[config.mk]
export PLATFORM = sky130hd
export DESIGN_NAME = off_delay_timer_block
export DESIGN_NICKNAME = d
export VERILOG_FILES = /design/src/shared/off_delay_pkg.sv /design/src/hw/off_delay_core.sv /design/src/hw/off_delay_timer_block.sv
export SDC_FILE = /design/constraint.sdc
export NUM_CORES = 1
export LEC_CHECK = 0
export ABC_AREA = 1
export ABC_CLOCK_PERIOD_IN_PS = 19300
export BUFFER_PORTS_ARGS = -buffer_cell sky130_fd_sc_hd__buf_2
export CORE_MARGIN = 2
export CORE_UTILIZATION = 55
export DETAILED_ROUTE_END_ITERATION = 16
export GPL_ROUTABILITY_DRIVEN = 0
export PLACE_DENSITY = 0.74
export SLEW_MARGIN = 0
export SYNTH_ARGS = -nofsm -noshare
export SYNTH_HDL_FRONTEND = slang
export SYNTH_SLANG_ARGS = --single-unit
[constraint.sdc]
create_clock -name core_clk -period 19.3 [get_ports core_clk]
set_input_delay 0.965 -clock core_clk [delete_from_list [all_inputs] [get_ports core_clk]]
set_output_delay 0.965 -clock core_clk [all_outputs]
set_load 0.01 [all_outputs]
[src/shared/off_delay_pkg.sv]
// Constants shared by the off-delay timer block
package off_delay_pkg;
    // =====================================================================
    // Register map (byte addresses, one aligned word each)
    // =====================================================================
    localparam logic [7:0] ADDR_CTRL      = 8'h00; // Run bit (bit 0)
    localparam logic [7:0] ADDR_FIX_DELAY = 8'h04; // Fixed delay in 10 ms steps
    localparam logic [7:0] ADDR_STAGE0    = 8'h08; // Adjustable stage 1..4
    localparam logic [7:0] ADDR_STAGE1    = 8'h0C;
    localparam logic [7:0] ADDR_STAGE2    = 8'h10;
    localparam logic [7:0] ADDR_STAGE3    = 8'h14;
    localparam logic [7:0] ADDR_STATUS    = 8'h18; // Outputs and config error

    // =====================================================================
    // Field layout
    // =====================================================================
    localparam int CTRL_RUN_BIT   = 0;
    localparam int ST_FIXOUT_BIT  = 0;
    localparam int ST_ADJOUT_BIT  = 1;
    localparam int ST_CHG_BIT     = 2;
    localparam int ST_CFGERR_BIT  = 3;
    localparam int ST_FIXRUN_BIT  = 4;
    localparam int ST_ADJRUN_BIT  = 5;
    localparam int DELAY_W        = 16;

    // =====================================================================
    // Timing
    // =====================================================================
    localparam int CLK_HZ         = 25_000_000;
    localparam int TICK_MS        = 10;
    localparam int TICK_CYCLES    = CLK_HZ / 1000 * TICK_MS;
    localparam int FIX_MAX_S      = 300;
    localparam int ADJ_MAX_S      = 600;
    localparam logic [DELAY_W-1:0] FIX_MAX_STEPS = DELAY_W'(FIX_MAX_S * 1000 / TICK_MS);
    localparam logic [DELAY_W-1:0] ADJ_MAX_STEPS = DELAY_W'(ADJ_MAX_S * 1000 / TICK_MS);
    localparam int NUM_STAGES     = 4;
    localparam logic [1:0] RESP_OKAY   = 2'h0;
    localparam logic [1:0] RESP_SLVERR = 2'h2;
endpackage

[src/hw/off_delay_core.sv]
// Off-delay sequencer, instantiated once for the fixed and once for the adjustable variant
module off_delay_core
    import off_delay_pkg::*;
#(
    parameter int W = DELAY_W
) (
    input  wire logic         core_clk,   // System clock
    input  wire logic         sys_rst,    // Async reset, active high
    input  wire logic         runMode,    // Controller in run state
    input  wire logic         evalStrobe, // Logic execution cycle
    input  wire logic         stepTick,   // 10 ms tick, qualified
    input  wire logic         ctrlIn,     // Control input, synchronised
    input  wire logic [W-1:0] delaySteps, // Delay latched at the falling edge
    output logic              enableOut,  // Delayed output
    output logic              running,    // Sequence in progress
    output logic              fallEdge    // Falling edge seen this cycle
);
    typedef struct packed {
        logic         prevIn;
        logic         firstCycle;
        logic         out;
        logic         busy;
        logic [W-1:0] count;
        logic [W-1:0] target;
    } core_state_type;

    core_state_type state_reg, state_next;

    // =====================================================================
    // Sequencer
    // =====================================================================
    always_comb begin
        state_next = state_reg;
        fallEdge = 1'b0;
        if (!runMode) begin
            state_next.firstCycle = 1'b1;
            state_next.busy = 1'b0;
            state_next.count = '0;
        end else if (evalStrobe) begin
            state_next.prevIn = ctrlIn;
            state_next.firstCycle = 1'b0;
            if (state_reg.firstCycle) begin
                state_next.out = ctrlIn;
            end else if (ctrlIn) begin
                state_next.out = 1'b1;
                state_next.busy = 1'b0;
                state_next.count = '0;
            end else if (state_reg.prevIn) begin
                fallEdge = 1'b1;
                state_next.target = delaySteps;
                state_next.count = '0;
                if (delaySteps == '0) begin
                    state_next.out = 1'b0;
                end else begin
                    state_next.busy = 1'b1;
                end
            end else if (state_reg.busy) begin
                if (stepTick) begin
                    state_next.count = state_reg.count + W'(1);
                end
                if (state_next.count >= state_reg.target) begin
                    state_next.out = 1'b0;
                    state_next.busy = 1'b0;
                end
            end
        end
    end

    // State register
    always_ff @(posedge core_clk or posedge sys_rst) begin
        if (sys_rst) begin
            state_reg <= '0;
        end else begin
            state_reg <= state_next;
        end
    end

    assign enableOut = state_reg.out;
    assign running = state_reg.busy;
endmodule

[src/hw/off_delay_timer_block.sv]
// Off-delay timer block, fixed and adjustable variants, AXI4-Lite registers
//
// Our own choices: the register addresses and the AXI4-Lite register port.
module off_delay_timer_block
    import off_delay_pkg::*;
#(
    parameter int TICK_DIV  = TICK_CYCLES, // Cycles per 10 ms
    parameter int EVAL_DIV  = 8'h04        // Cycles per logic execution cycle
) (
    input  wire logic                  core_clk,       // 25 MHz clock
    input  wire logic                  sys_rst,        // Async reset, active high
    input  wire logic                  fixInPin,       // Fixed-variant input
    input  wire logic                  ctrlInPin,      // Adjustable control input
    input  wire logic [NUM_STAGES-1:0] selPins,        // Stage select inputs
    output logic                       fixEnable,      // Fixed-variant output
    output logic                       adjEnable,      // Adjustable output
    output logic                       timeChanged,    // Select changed in sequence
    input  wire logic [7:0]            s_axi_awaddr,   // Write address
    input  wire logic                  s_axi_awvalid,  // Write address valid
    output logic                       s_axi_awready,  // Write address ready
    input  wire logic [31:0]           s_axi_wdata,    // Write data
    input  wire logic [3:0]            s_axi_wstrb,    // Write strobes
    input  wire logic                  s_axi_wvalid,   // Write data valid
    output logic                       s_axi_wready,   // Write data ready
    output logic [1:0]                 s_axi_bresp,    // Write response
    output logic                       s_axi_bvalid,   // Write response valid
    input  wire logic                  s_axi_bready,   // Write response ready
    input  wire logic [7:0]            s_axi_araddr,   // Read address
    input  wire logic                  s_axi_arvalid,  // Read address valid
    output logic                       s_axi_arready,  // Read address ready
    output logic [31:0]                s_axi_rdata,    // Read data
    output logic [1:0]                 s_axi_rresp,    // Read response
    output logic                       s_axi_rvalid,   // Read data valid
    input  wire logic                  s_axi_rready    // Read data ready
);
    localparam int PIN_W = 2 + NUM_STAGES;

    typedef struct packed {
        logic [PIN_W-1:0]   sync1;
        logic [PIN_W-1:0]   sync2;
        logic [31:0]        tickCnt;
        logic [31:0]        evalCnt;
        logic               run;
        logic [DELAY_W-1:0] fixDelay;
        logic [NUM_STAGES-1:0][DELAY_W-1:0] stage;
        logic [NUM_STAGES-1:0] selLatch;
        logic               tickPend;
        logic               changed;
        logic               awHave;
        logic [7:0]         awAddr;
        logic               wHave;
        logic [31:0]        wData;
        logic [3:0]         wStrb;
        logic               bValid;
        logic [1:0]         bResp;
        logic               rValid;
        logic [31:0]        rData;
        logic [1:0]         rResp;
    } top_state_type;

    top_state_type state_reg, state_next;

    logic               fixIn, ctrlIn, evalStrobe, stepTick;
    logic [NUM_STAGES-1:0] selIn;
    logic [DELAY_W-1:0] adjSum, fixSteps;
    logic               cfgError;
    logic               fixRun, adjRun, adjFall;

    // Merge strobe bytes into a word
    function automatic logic [31:0] merge(input logic [31:0] old,
                                          input logic [31:0] data,
                                          input logic [3:0]  strb);
        logic [31:0] res;
        res = old;
        for (int b = 0; b < 4; b++) begin
            if (strb[b]) begin
                res[8*b +: 8] = data[8*b +: 8];
            end
        end
        return res;
    endfunction

    // Stage index for an address, NUM_STAGES when not a stage
    function automatic int stageIdx(input logic [7:0] addr);
        int idx;
        idx = NUM_STAGES;
        if (addr >= ADDR_STAGE0 && addr <= ADDR_STAGE3 && addr[1:0] == 2'h0) begin
            idx = int'((addr - ADDR_STAGE0) >> 2);
        end
        return idx;
    endfunction

    // =====================================================================
    // Synchronised pins and delay sums
    // =====================================================================
    assign fixIn = state_reg.sync2[0];
    assign ctrlIn = state_reg.sync2[1];
    assign selIn = state_reg.sync2[PIN_W-1:2];
    assign evalStrobe = (state_reg.evalCnt == 32'h0);

    // Ticks pend until the next evaluation cycle consumes them
    assign stepTick = evalStrobe && state_reg.tickPend;

    // Sum of selected stages: live selects while idle, captured ones while running
    always_comb begin
        logic [DELAY_W+2:0] acc;
        logic [DELAY_W+2:0] all;
        acc = '0;
        all = '0;
        for (int i = 0; i < NUM_STAGES; i++) begin
            all = all + (DELAY_W+3)'(state_reg.stage[i]);
            if (adjRun ? state_reg.selLatch[i] : selIn[i]) begin
                acc = acc + (DELAY_W+3)'(state_reg.stage[i]);
            end
        end
        cfgError = (all > (DELAY_W+3)'(ADJ_MAX_STEPS));
        adjSum = cfgError ? '0 : acc[DELAY_W-1:0];
    end

    // Fixed delay clamped to its range
    assign fixSteps = (state_reg.fixDelay > FIX_MAX_STEPS) ? FIX_MAX_STEPS
                                                          : state_reg.fixDelay;

    // =====================================================================
    // Sequencers
    // =====================================================================
    off_delay_core #(.W(DELAY_W)) fixCore (
        .core_clk   (core_clk),
        .sys_rst    (sys_rst),
        .runMode    (state_reg.run),
        .evalStrobe (evalStrobe),
        .stepTick   (stepTick),
        .ctrlIn     (fixIn),
        .delaySteps (fixSteps),
        .enableOut  (fixEnable),
        .running    (fixRun),
        .fallEdge   ()
    );

    off_delay_core #(.W(DELAY_W)) adjCore (
        .core_clk   (core_clk),
        .sys_rst    (sys_rst),
        .runMode    (state_reg.run),
        .evalStrobe (evalStrobe),
        .stepTick   (stepTick),
        .ctrlIn     (ctrlIn),
        .delaySteps (adjSum),
        .enableOut  (adjEnable),
        .running    (adjRun),
        .fallEdge   (adjFall)
    );

    assign timeChanged = state_reg.changed;

    // =====================================================================
    // Next state: pins, ticks, flags, AXI4-Lite slave
    // =====================================================================
    always_comb begin
        int          si;
        logic [31:0] rd;
        logic [31:0] mw;
        si = NUM_STAGES;
        rd = 32'h0;
        mw = 32'h0;
        state_next = state_reg;
        state_next.sync1 = {selPins, ctrlInPin, fixInPin};
        state_next.sync2 = state_reg.sync1;

        // Tick and evaluation dividers, a new tick wins over its consumption
        if (stepTick) begin
            state_next.tickPend = 1'b0;
        end
        if (state_reg.tickCnt >= 32'(TICK_DIV - 1)) begin
            state_next.tickCnt = 32'h0;
            state_next.tickPend = 1'b1;
        end else begin
            state_next.tickCnt = state_reg.tickCnt + 32'h1;
        end
        if (state_reg.evalCnt >= 32'(EVAL_DIV - 1)) begin
            state_next.evalCnt = 32'h0;
        end else begin
            state_next.evalCnt = state_reg.evalCnt + 32'h1;
        end

        // Select capture and change flag
        if (adjFall) begin
            state_next.selLatch = selIn;
        end
        if (evalStrobe && ctrlIn) begin
            state_next.changed = 1'b0;
        end else if (evalStrobe && adjRun && selIn != state_reg.selLatch) begin
            state_next.changed = 1'b1;
        end
        if (!state_reg.run) begin
            state_next.changed = 1'b0;
        end

        // Write channel capture
        if (s_axi_awvalid && s_axi_awready) begin
            state_next.awHave = 1'b1;
            state_next.awAddr = s_axi_awaddr;
        end
        if (s_axi_wvalid && s_axi_wready) begin
            state_next.wHave = 1'b1;
            state_next.wData = s_axi_wdata;
            state_next.wStrb = s_axi_wstrb;
        end
        if (state_reg.awHave && state_reg.wHave && !state_reg.bValid) begin
            state_next.awHave = 1'b0;
            state_next.wHave = 1'b0;
            state_next.bValid = 1'b1;
            state_next.bResp = RESP_OKAY;
            si = stageIdx(state_reg.awAddr);
            if (state_reg.awAddr == ADDR_CTRL) begin
                mw = merge(32'(state_reg.run), state_reg.wData, state_reg.wStrb);
                state_next.run = mw[CTRL_RUN_BIT];
            end else if (state_reg.awAddr == ADDR_FIX_DELAY) begin
                mw = merge(32'(state_reg.fixDelay), state_reg.wData, state_reg.wStrb);
                state_next.fixDelay = mw[DELAY_W-1:0];
            end else if (si < NUM_STAGES) begin
                mw = merge(32'(state_reg.stage[si]), state_reg.wData, state_reg.wStrb);
                state_next.stage[si] = mw[DELAY_W-1:0];
            end else if (state_reg.awAddr != ADDR_STATUS) begin
                state_next.bResp = RESP_SLVERR;
            end
        end
        if (state_reg.bValid && s_axi_bready) begin
            state_next.bValid = 1'b0;
        end

        // Read channel
        if (s_axi_arvalid && s_axi_arready) begin
            si = stageIdx(s_axi_araddr);
            state_next.rResp = RESP_OKAY;
            if (s_axi_araddr == ADDR_CTRL) begin
                rd[CTRL_RUN_BIT] = state_reg.run;
            end else if (s_axi_araddr == ADDR_FIX_DELAY) begin
                rd[DELAY_W-1:0] = state_reg.fixDelay;
            end else if (si < NUM_STAGES) begin
                rd[DELAY_W-1:0] = state_reg.stage[si];
            end else if (s_axi_araddr == ADDR_STATUS) begin
                rd[ST_FIXOUT_BIT] = fixEnable;
                rd[ST_ADJOUT_BIT] = adjEnable;
                rd[ST_CHG_BIT] = state_reg.changed;
                rd[ST_CFGERR_BIT] = cfgError;
                rd[ST_FIXRUN_BIT] = fixRun;
                rd[ST_ADJRUN_BIT] = adjRun;
            end else begin
                state_next.rResp = RESP_SLVERR;
            end
            state_next.rData = rd;
            state_next.rValid = 1'b1;
        end else if (state_reg.rValid && s_axi_rready) begin
            state_next.rValid = 1'b0;
        end
    end

    // Handshake outputs
    assign s_axi_awready = !state_reg.awHave;
    assign s_axi_wready = !state_reg.wHave;
    assign s_axi_arready = !state_reg.rValid;
    assign s_axi_bvalid = state_reg.bValid;
    assign s_axi_bresp = state_reg.bResp;
    assign s_axi_rvalid = state_reg.rValid;
    assign s_axi_rdata = state_reg.rData;
    assign s_axi_rresp = state_reg.rResp;

    // State register
    always_ff @(posedge core_clk or posedge sys_rst) begin
        if (sys_rst) begin
            state_reg <= '0;
        end else begin
            state_reg <= state_next;
        end
    end
endmodule

==> results.md, run 1 <==
- Inst Count DP: 2846
- Final net count: 2637
- GRT Total Usage: 28.8%
- DR vias/cell: 5.52
- Die span in y: 186 µm
- Worst path required time: 19.79 ns
- Worst setup path startpoint: adjCore.running
- #FFs+latches synth: 282
- Startpoint Class: register
- Max-slew headroom: 18.7%
- Share of layout cells above drive strength 1: 6.79%
- Die Span X: 186 µm
- Fin Clk Skew: 0.0442 ns
- Final hold viol count: 0
- Synthesized instance count: 2348
- Non-filler instance count after layout: 2903
- PD cells: 79.9 mW/mm²
- DR WL/cell: 16.7 µm
- Clk root buf: clkbuf_16
- HPWL after detailed placement: 37100 µm
- Worst-Skew Late Latency: 0.60 ns
- CP max stage delay: 0.71 ns
- Reg clk slew, reported paths: 0.06 ns
- Flop-to-flop setup slack: 12.60 ns
- Layout Utilization: 61.4%
- Number of synthesized flops with an enable pin: 0
- Routed WL: 48500 µm
- Top-Level Pins: 109
- Mean post-synth cell area: 7.73 µm²
- Drt first pass iters: 7
- DRC Markers: 0
- Most used cell, CP: nand2_1
- Die area: 0.0345 mm²
- Top_reg_cell synth: dfrtp_1
- Overall power: 1.60 mW
- Number of distinct library cells after synthesis: 62
- Antenna violations before repair: 3
- Yosys Warn Count: 0
- Cts repair resizes: 0
- Hold buffer count at cts: 0
- Vias in the first global route: 15200
- Final setup viols: 0
- Crit path max fanout: 15
- CTS Buf Count: 31
- Setup CP Type: register to register
- # port buffers: 72
- Setup Fix Bufs, Post-CTS: 0
- Grt ovf: 0
- Setup_tns: 0 ns
- Largest net degree at the start of global routing: 163
- Tmin final: 6.70 ns
- # rows: 66
- Area Overhead vs Synth: 10.1%
- Hold Crit Class: register to register
- R2r worst-path depth: 42
- Reg-to-reg critical path startpoint: adjCore.running
- TritonCTS clock tree: yes
- Starting density of the core: 55.8%
- Crit end category: register
- Antenna Violating Nets Remaining: 0
- Core area: 0.0325 mm²
- Worst hold start: state_next[236]
- Post-synth ARST share: 100%
- Post-Syn Area: 0.0181 mm²
- CP Capture Point: adjCore.enableOut
- Max-Cap Viols: 0
- Measured slew at the worst slew-check pin: 1.22 ns
- Global-route wire length before repair: 78000 µm
- Initial drt markers: 1356
- FMAX: 149 MHz
- Slew Limit Fails: 0
- Vias: 16000
- Leak: 9.98 nW
- Max reg flops: 178
- Period Utilization, post-route: 34.7%
- Slowest-stage cell, CP: dfrtp_1
- CTS Buffer Depth: 3
- Outcome: finished, final reports clean
- RSZ-0062 raised after global routing: no
- Worst Path Arrival: 7.19 ns
- Worst vdd ir: 90.5 µV
- RR Endpoint: adjCore.enableOut
- CTS Sinks: 282
- Sequential-to-total area share from yosys stat: 38.9%
- Max H-tree Level: 1
## through the flow
step	cell area (µm²)	hold WS (ns)	setup slack [ns]
CTS	20000	0.364	12.75
finish	20000	0.357	12.60
global route	20000	0.368	12.04
floorplan	18400	0.331	10.56
global placement	18900	0.339	12.90
detailed placement	18900	0.341	12.78
## routing by layer
metal	wire [µm]	track usage, %	vias up	share of wire [%]
li1	-	-	7796	-
met1	21000	38.9	7514	43
met2	21900	46.3	598	45
met3	3470	4.05	122	7.2
met4	2220	12.9	0	4.6
met5	0	0	-	0
## placed cells by master (no fill, tap or decap), types with 7 or more instances in the layout
cell / count
nand2_1: 556
inv_1: 311
dfrtp_1: 282
o21ai_0: 229
nor2_1: 187
a21oi_1: 132
nand3_1: 113
ha_1: 100
buf_2: 72
conb_1: 62
xor2_1: 45
fa_1: 35
nor3_1: 34
nand4_1: 33
clkbuf_16: 31
a22oi_1: 21
xnor2_1: 14
nor4_1: 13
o211ai_1: 12
o22ai_1: 12
nand3b_1: 10
o21ai_1: 10
buf_4: 10
a221oi_1: 8
a21boi_0: 8
a31oi_1: 8
o21a_1: 8
clkbuf_1: 8
or2_2: 7
## worst max-delay path, delay by kind of cell (launching register included)
| kind | cells | cell delay, ns |
|---|---|---|
| AOI/OAI and AO/OA | 8 | 1.46 |
| adders and majority gates | 3 | 1.03 |
| buffers and inverters | 3 | 0.36 |
| DFF | 1 | 0.71 |
| and+or+nand+nor | 28 | 3.01 |
## power breakdown
group	switching, mW	leakage (nW)	internal, mW
registers	0.0521	3.71	0.639
logic	0.190	5.76	0.0919
clock network	0.242	0.516	0.380
total	0.484	9.98	1.11
## Yosys cell counts, drive strengths merged, types with 14 or more instances
| cell | count | area [µm²] |
|---|---|---|
| nand3 | 115 | 586 |
| nand2 | 563 | 2140 |
| xor2 | 45 | 394 |
| a21oi | 132 | 661 |
| nor3 | 37 | 213 |
| nor2 | 191 | 743 |
| nand4 | 33 | 206 |
| dfrtp | 282 | 7060 |
| ha | 100 | 1250 |
| nor4 | 15 | 106 |
| inv | 316 | 1190 |
| clkbuf | 41 | 164 |
| fa | 35 | 701 |
| buf | 47 | 335 |
| a22oi | 21 | 158 |
| xnor2 | 14 | 123 |
| o21ai | 240 | 1200 |
## how the worst min path moves through the flow
stage,endpoint,cells past startpoint
after global routing,selIn[1],0
after CTS,ctrlIn,0
after floorplan,ctrlIn,0
final,ctrlIn,0
after detailed placement,selIn[1],0
after global placement,selIn[1],0
## layout make-up
class / instances / area, µm²
fillers: 2904 / 12600
multi-input cells: 1719 / 9620
flip-flops and latches: 282 / 7060
inverters: 320 / 1210
clock buffers: 44 / 875
well taps: 442 / 553
repair buffers: 83 / 455
clock inverters: 10 / 195
diodes: 3 / 7.51
## cells by family (layout without fill, tap and decap cells)
| group | after synthesis | in the layout | share of synthesized area (%) |
|---|---|---|---|
| compound gates | 477 | 477 | 14.7 |
| xor+xnor | 59 | 59 | 2.85 |
| fa+ha+maj | 135 | 135 | 10.8 |
| buf+inv | 408 | 457 | 9.38 |
| flops | 282 | 282 | 38.9 |
| mux | 5 | 5 | 0.310 |
| other cells | 1 | 65 | 0.0207 |
| simple gates | 981 | 981 | 23.1 |
Power figures use the tool's default switching activity.
==> inputs of run 2 (changes only) <==
--- a/config.mk
+++ b/config.mk
@@ -6,7 +6,7 @@
 export NUM_CORES = 1
 export LEC_CHECK = 0
 export ABC_AREA = 1
-export ABC_CLOCK_PERIOD_IN_PS = 19300
+export ABC_CLOCK_PERIOD_IN_PS = 6970
 export BUFFER_PORTS_ARGS = -buffer_cell sky130_fd_sc_hd__buf_2
 export CORE_MARGIN = 2
 export CORE_UTILIZATION = 55
==> constraint.sdc (replaced) <==
create_clock -name core_clk -period 6.97 [get_ports core_clk]
set_input_delay 0.3485 -clock core_clk [delete_from_list [all_inputs] [get_ports core_clk]]
set_output_delay 0.3485 -clock core_clk [all_outputs]
set_load 0.01 [all_outputs]
==> results.md, run 2 (synthesis results as in run 1) <==
- Outcome: finished, final reports clean
- Final net count: 2654 (+0.64%)
- Logic pwr share: 18.1% (+0.4 points)
- Worst-Skew Late Latency: 0.59 ns (about the same)
- Leak: 10.1 nW (+0.82%)
- Share of layout cells above drive strength 1: 7.38% (+0.59 points)
- CP bufs+invs: 3 (unchanged)
- Drt first pass iters: 5 (-2)
- Hold Crit Endpoint: state_reg[52]
- Clk root buf: clkbuf_16
- R2r worst-path depth: 38 (-9.5%)
- HPWL after detailed placement: 37300 µm (+0.49%)
- Net Sw Frac: 31.4% (+1.1 points)
- Setup_tns: 0 ns (unchanged)
- Cts repair resizes: 0 (unchanged)
- CTS Sinks: 282 (unchanged)
- DR vias/cell: 5.56 (+0.65%)
- DR WL/cell: 17.1 µm (+2.2%)
- Slew Limit Fails: 0 (unchanged)
- # rows: 66 (unchanged)
- Max H-tree Level: 1 (unchanged)
- CTS Buf Count: 31 (unchanged)
- CTS Buffer Depth: 3 (unchanged)
- Routed WL: 49900 µm (+2.9%)
- Starting density of the core: 55.8% (unchanged)
- Vias in the first global route: 15500 (+2.2%)
- Setup Fix Bufs, Post-CTS: 0 (unchanged)
- Initial drt markers: 1392 (+2.7%)
- Flop-to-flop setup slack: 0.73 ns (-11.87 ns)
- Final hold slack: 0.00496 ns (-0.352 ns)
- Fin Clk Skew: 0.0250 ns (-0.0192 ns)
- Antenna Violating Nets Remaining: 0 (unchanged)
- Crit path max fanout: 27 (+12)
- Crit end category: register
- Die span in y: 186 µm (unchanged)
- Core area: 0.0325 mm² (unchanged)
- GRT Total Usage: 29.5% (+0.67 points)
- Clock power share: 38.7% (-0.3 points)
- Pint: 3.02 mW (+170%)
- Startpoint Class: register
- PD cells: 219 mW/mm² (+170%)
- Grt ovf: 0 (unchanged)
- Max-Cap Viols: 0 (unchanged)
- Top-Level Pins: 109 (unchanged)
- Setup CP Type: register to register
- Slowest-stage cell, CP: o21ai_2
- Measured slew at the worst slew-check pin: 1.21 ns (-0.00879 ns)
- RSZ-0062 raised after global routing: no
- CP max stage delay: 0.89 ns (+0.18 ns)
- Largest net degree at the start of global routing: 151 (-7.4%)
- Max-slew headroom: 19.1% (+0.39 points)
- Antenna violations before repair: 2 (-1)
- Vias: 16200 (+1.3%)
- Seq pwr share: 43.3% (about the same)
- Hold Crit Class: primary input to register
- Reg-to-reg critical path startpoint: adjCore.running
- Most used cell, CP: nand2_1
- FMAX: 160 MHz (+7.3%)
- Die area: 0.0345 mm² (unchanged)
- Worst vdd ir: 229 µV (+150%)
- Worst Path Arrival: 6.71 ns (-0.48 ns)
- DRC Markers: 0 (unchanged)
- Tmin final: 6.24 ns (-0.457 ns)
- Final hold viol count: 0 (unchanged)
- Die Span X: 186 µm (unchanged)
- Period Utilization, post-route: 89.6% (+55 points)
- Most common cell after layout, fill and taps aside: nand2_1
- Reg clk slew, reported paths: 0.06 ns (about the same)
- Worst path required time: 7.43 ns (-12.36 ns)
- Worst hold stages: 3 (+3)
- Global-route wire length before repair: 79700 µm (+2.2%)
- RR Endpoint: adjCore.enableOut
- Final setup viols: 0 (unchanged)
- Max reg flops: 178 (unchanged)
- # port buffers: 72 (unchanged)
- TritonCTS clock tree: yes
- Worst hold start: s_axi_wdata[10]
- Area Overhead vs Synth: 10.9%
- Net Switching: 1.39 mW (+190%)
- Cell type group with the largest total delay on the critical path: compound AO/OA/AOI/OAI gates
- Commonest non-fill, non-tap cells in the layout: nand2_1 (556), inv_1 (311), dfrtp_1 (282), o21ai_0 (229), nor2_1 (186)
run 2: cell types whose count changed in the layout (fill, tap and decap cells not counted), moves of 2 or more:
cell	previous run	this run
bufinv_16	5	3
inv_6	0	4
dlygate4sd3_1	0	13
clkinv_4	0	2
clkinv_2	2	9
clkbuf_1	8	1
buf_4	10	14
run 2: cell type report:
cell class	count	area [µm²]
fillers	2900	12400
multi-input cells	1719	9620
flip-flops and latches	282	7060
inverters	320	1210
clock buffers	38	862
repair buffers	100	616
well taps	442	553
clock inverters	20	203
diodes	2	5.00
run 2: through the flow:
stage | util (%) | total power [mW] | instance area, µm² | instances | setup WS, ns
floorplan | - | 2.45 | 18400 | 2409 | 1.85
global placement | 58.2 | 2.68 | 18900 | 2850 | 1.11
detailed placement | 58.2 | 2.70 | 18900 | 2850 | 0.869
CTS | 61.8 | 4.42 | 20100 | 2921 | 0.843
global route | 61.8 | 4.62 | 20100 | 2923 | 0.0551
finish | 61.8 | 4.41 | 20100 | 2923 | 0.726
run 2: repair_timing:
action	4_1_cts	5_1_grt
endpoints found under the setup margin	0	0
endpoints found under the hold margin	38	0
hold buffers	13	0
run 2: how the worst max path moves through the flow:
| stage | from | to | slack [ns] | depth (start not counted) |
|---|---|---|---|---|
| after global routing | adjCore.running | adjCore.enableOut | 0.06 | 38 |
| after detailed placement | adjCore.running | adjCore.running | 0.87 | 36 |
| after floorplan | adjCore.running | adjCore.enableOut | 1.85 | 43 |
| final | adjCore.running | adjCore.enableOut | 0.73 | 38 |
| after global placement | adjCore.running | adjCore.enableOut | 1.11 | 38 |
| after CTS | adjCore.running | adjCore.running | 0.84 | 36 |
run 2: worst min-delay path, stage by stage:
cell,delay [ns]
buf_2,0.08
nor2_1,0.03
a21oi_1,0.09
run 2: layer usage:
layer  vias up  wire length (µm)  global-route usage (%)
li1       7862                 -                       -
met1      7600             20900                    39.2
met2       653             22800                    47.9
met3       131              3970                    4.68
met4         0              2300                    12.9
met5         -                 0                       0
run 2: power groups by stage:
stage	Combinational, mW	Sequential, mW	Clock (mW)
2_1_floorplan	0.576	1.87	0
3_3_place_gp	0.751	1.93	0
3_5_place_dp	0.771	1.93	0
4_1_cts	0.787	1.90	1.73
5_1_grt	0.898	1.92	1.80
6_report	0.796	1.91	1.70
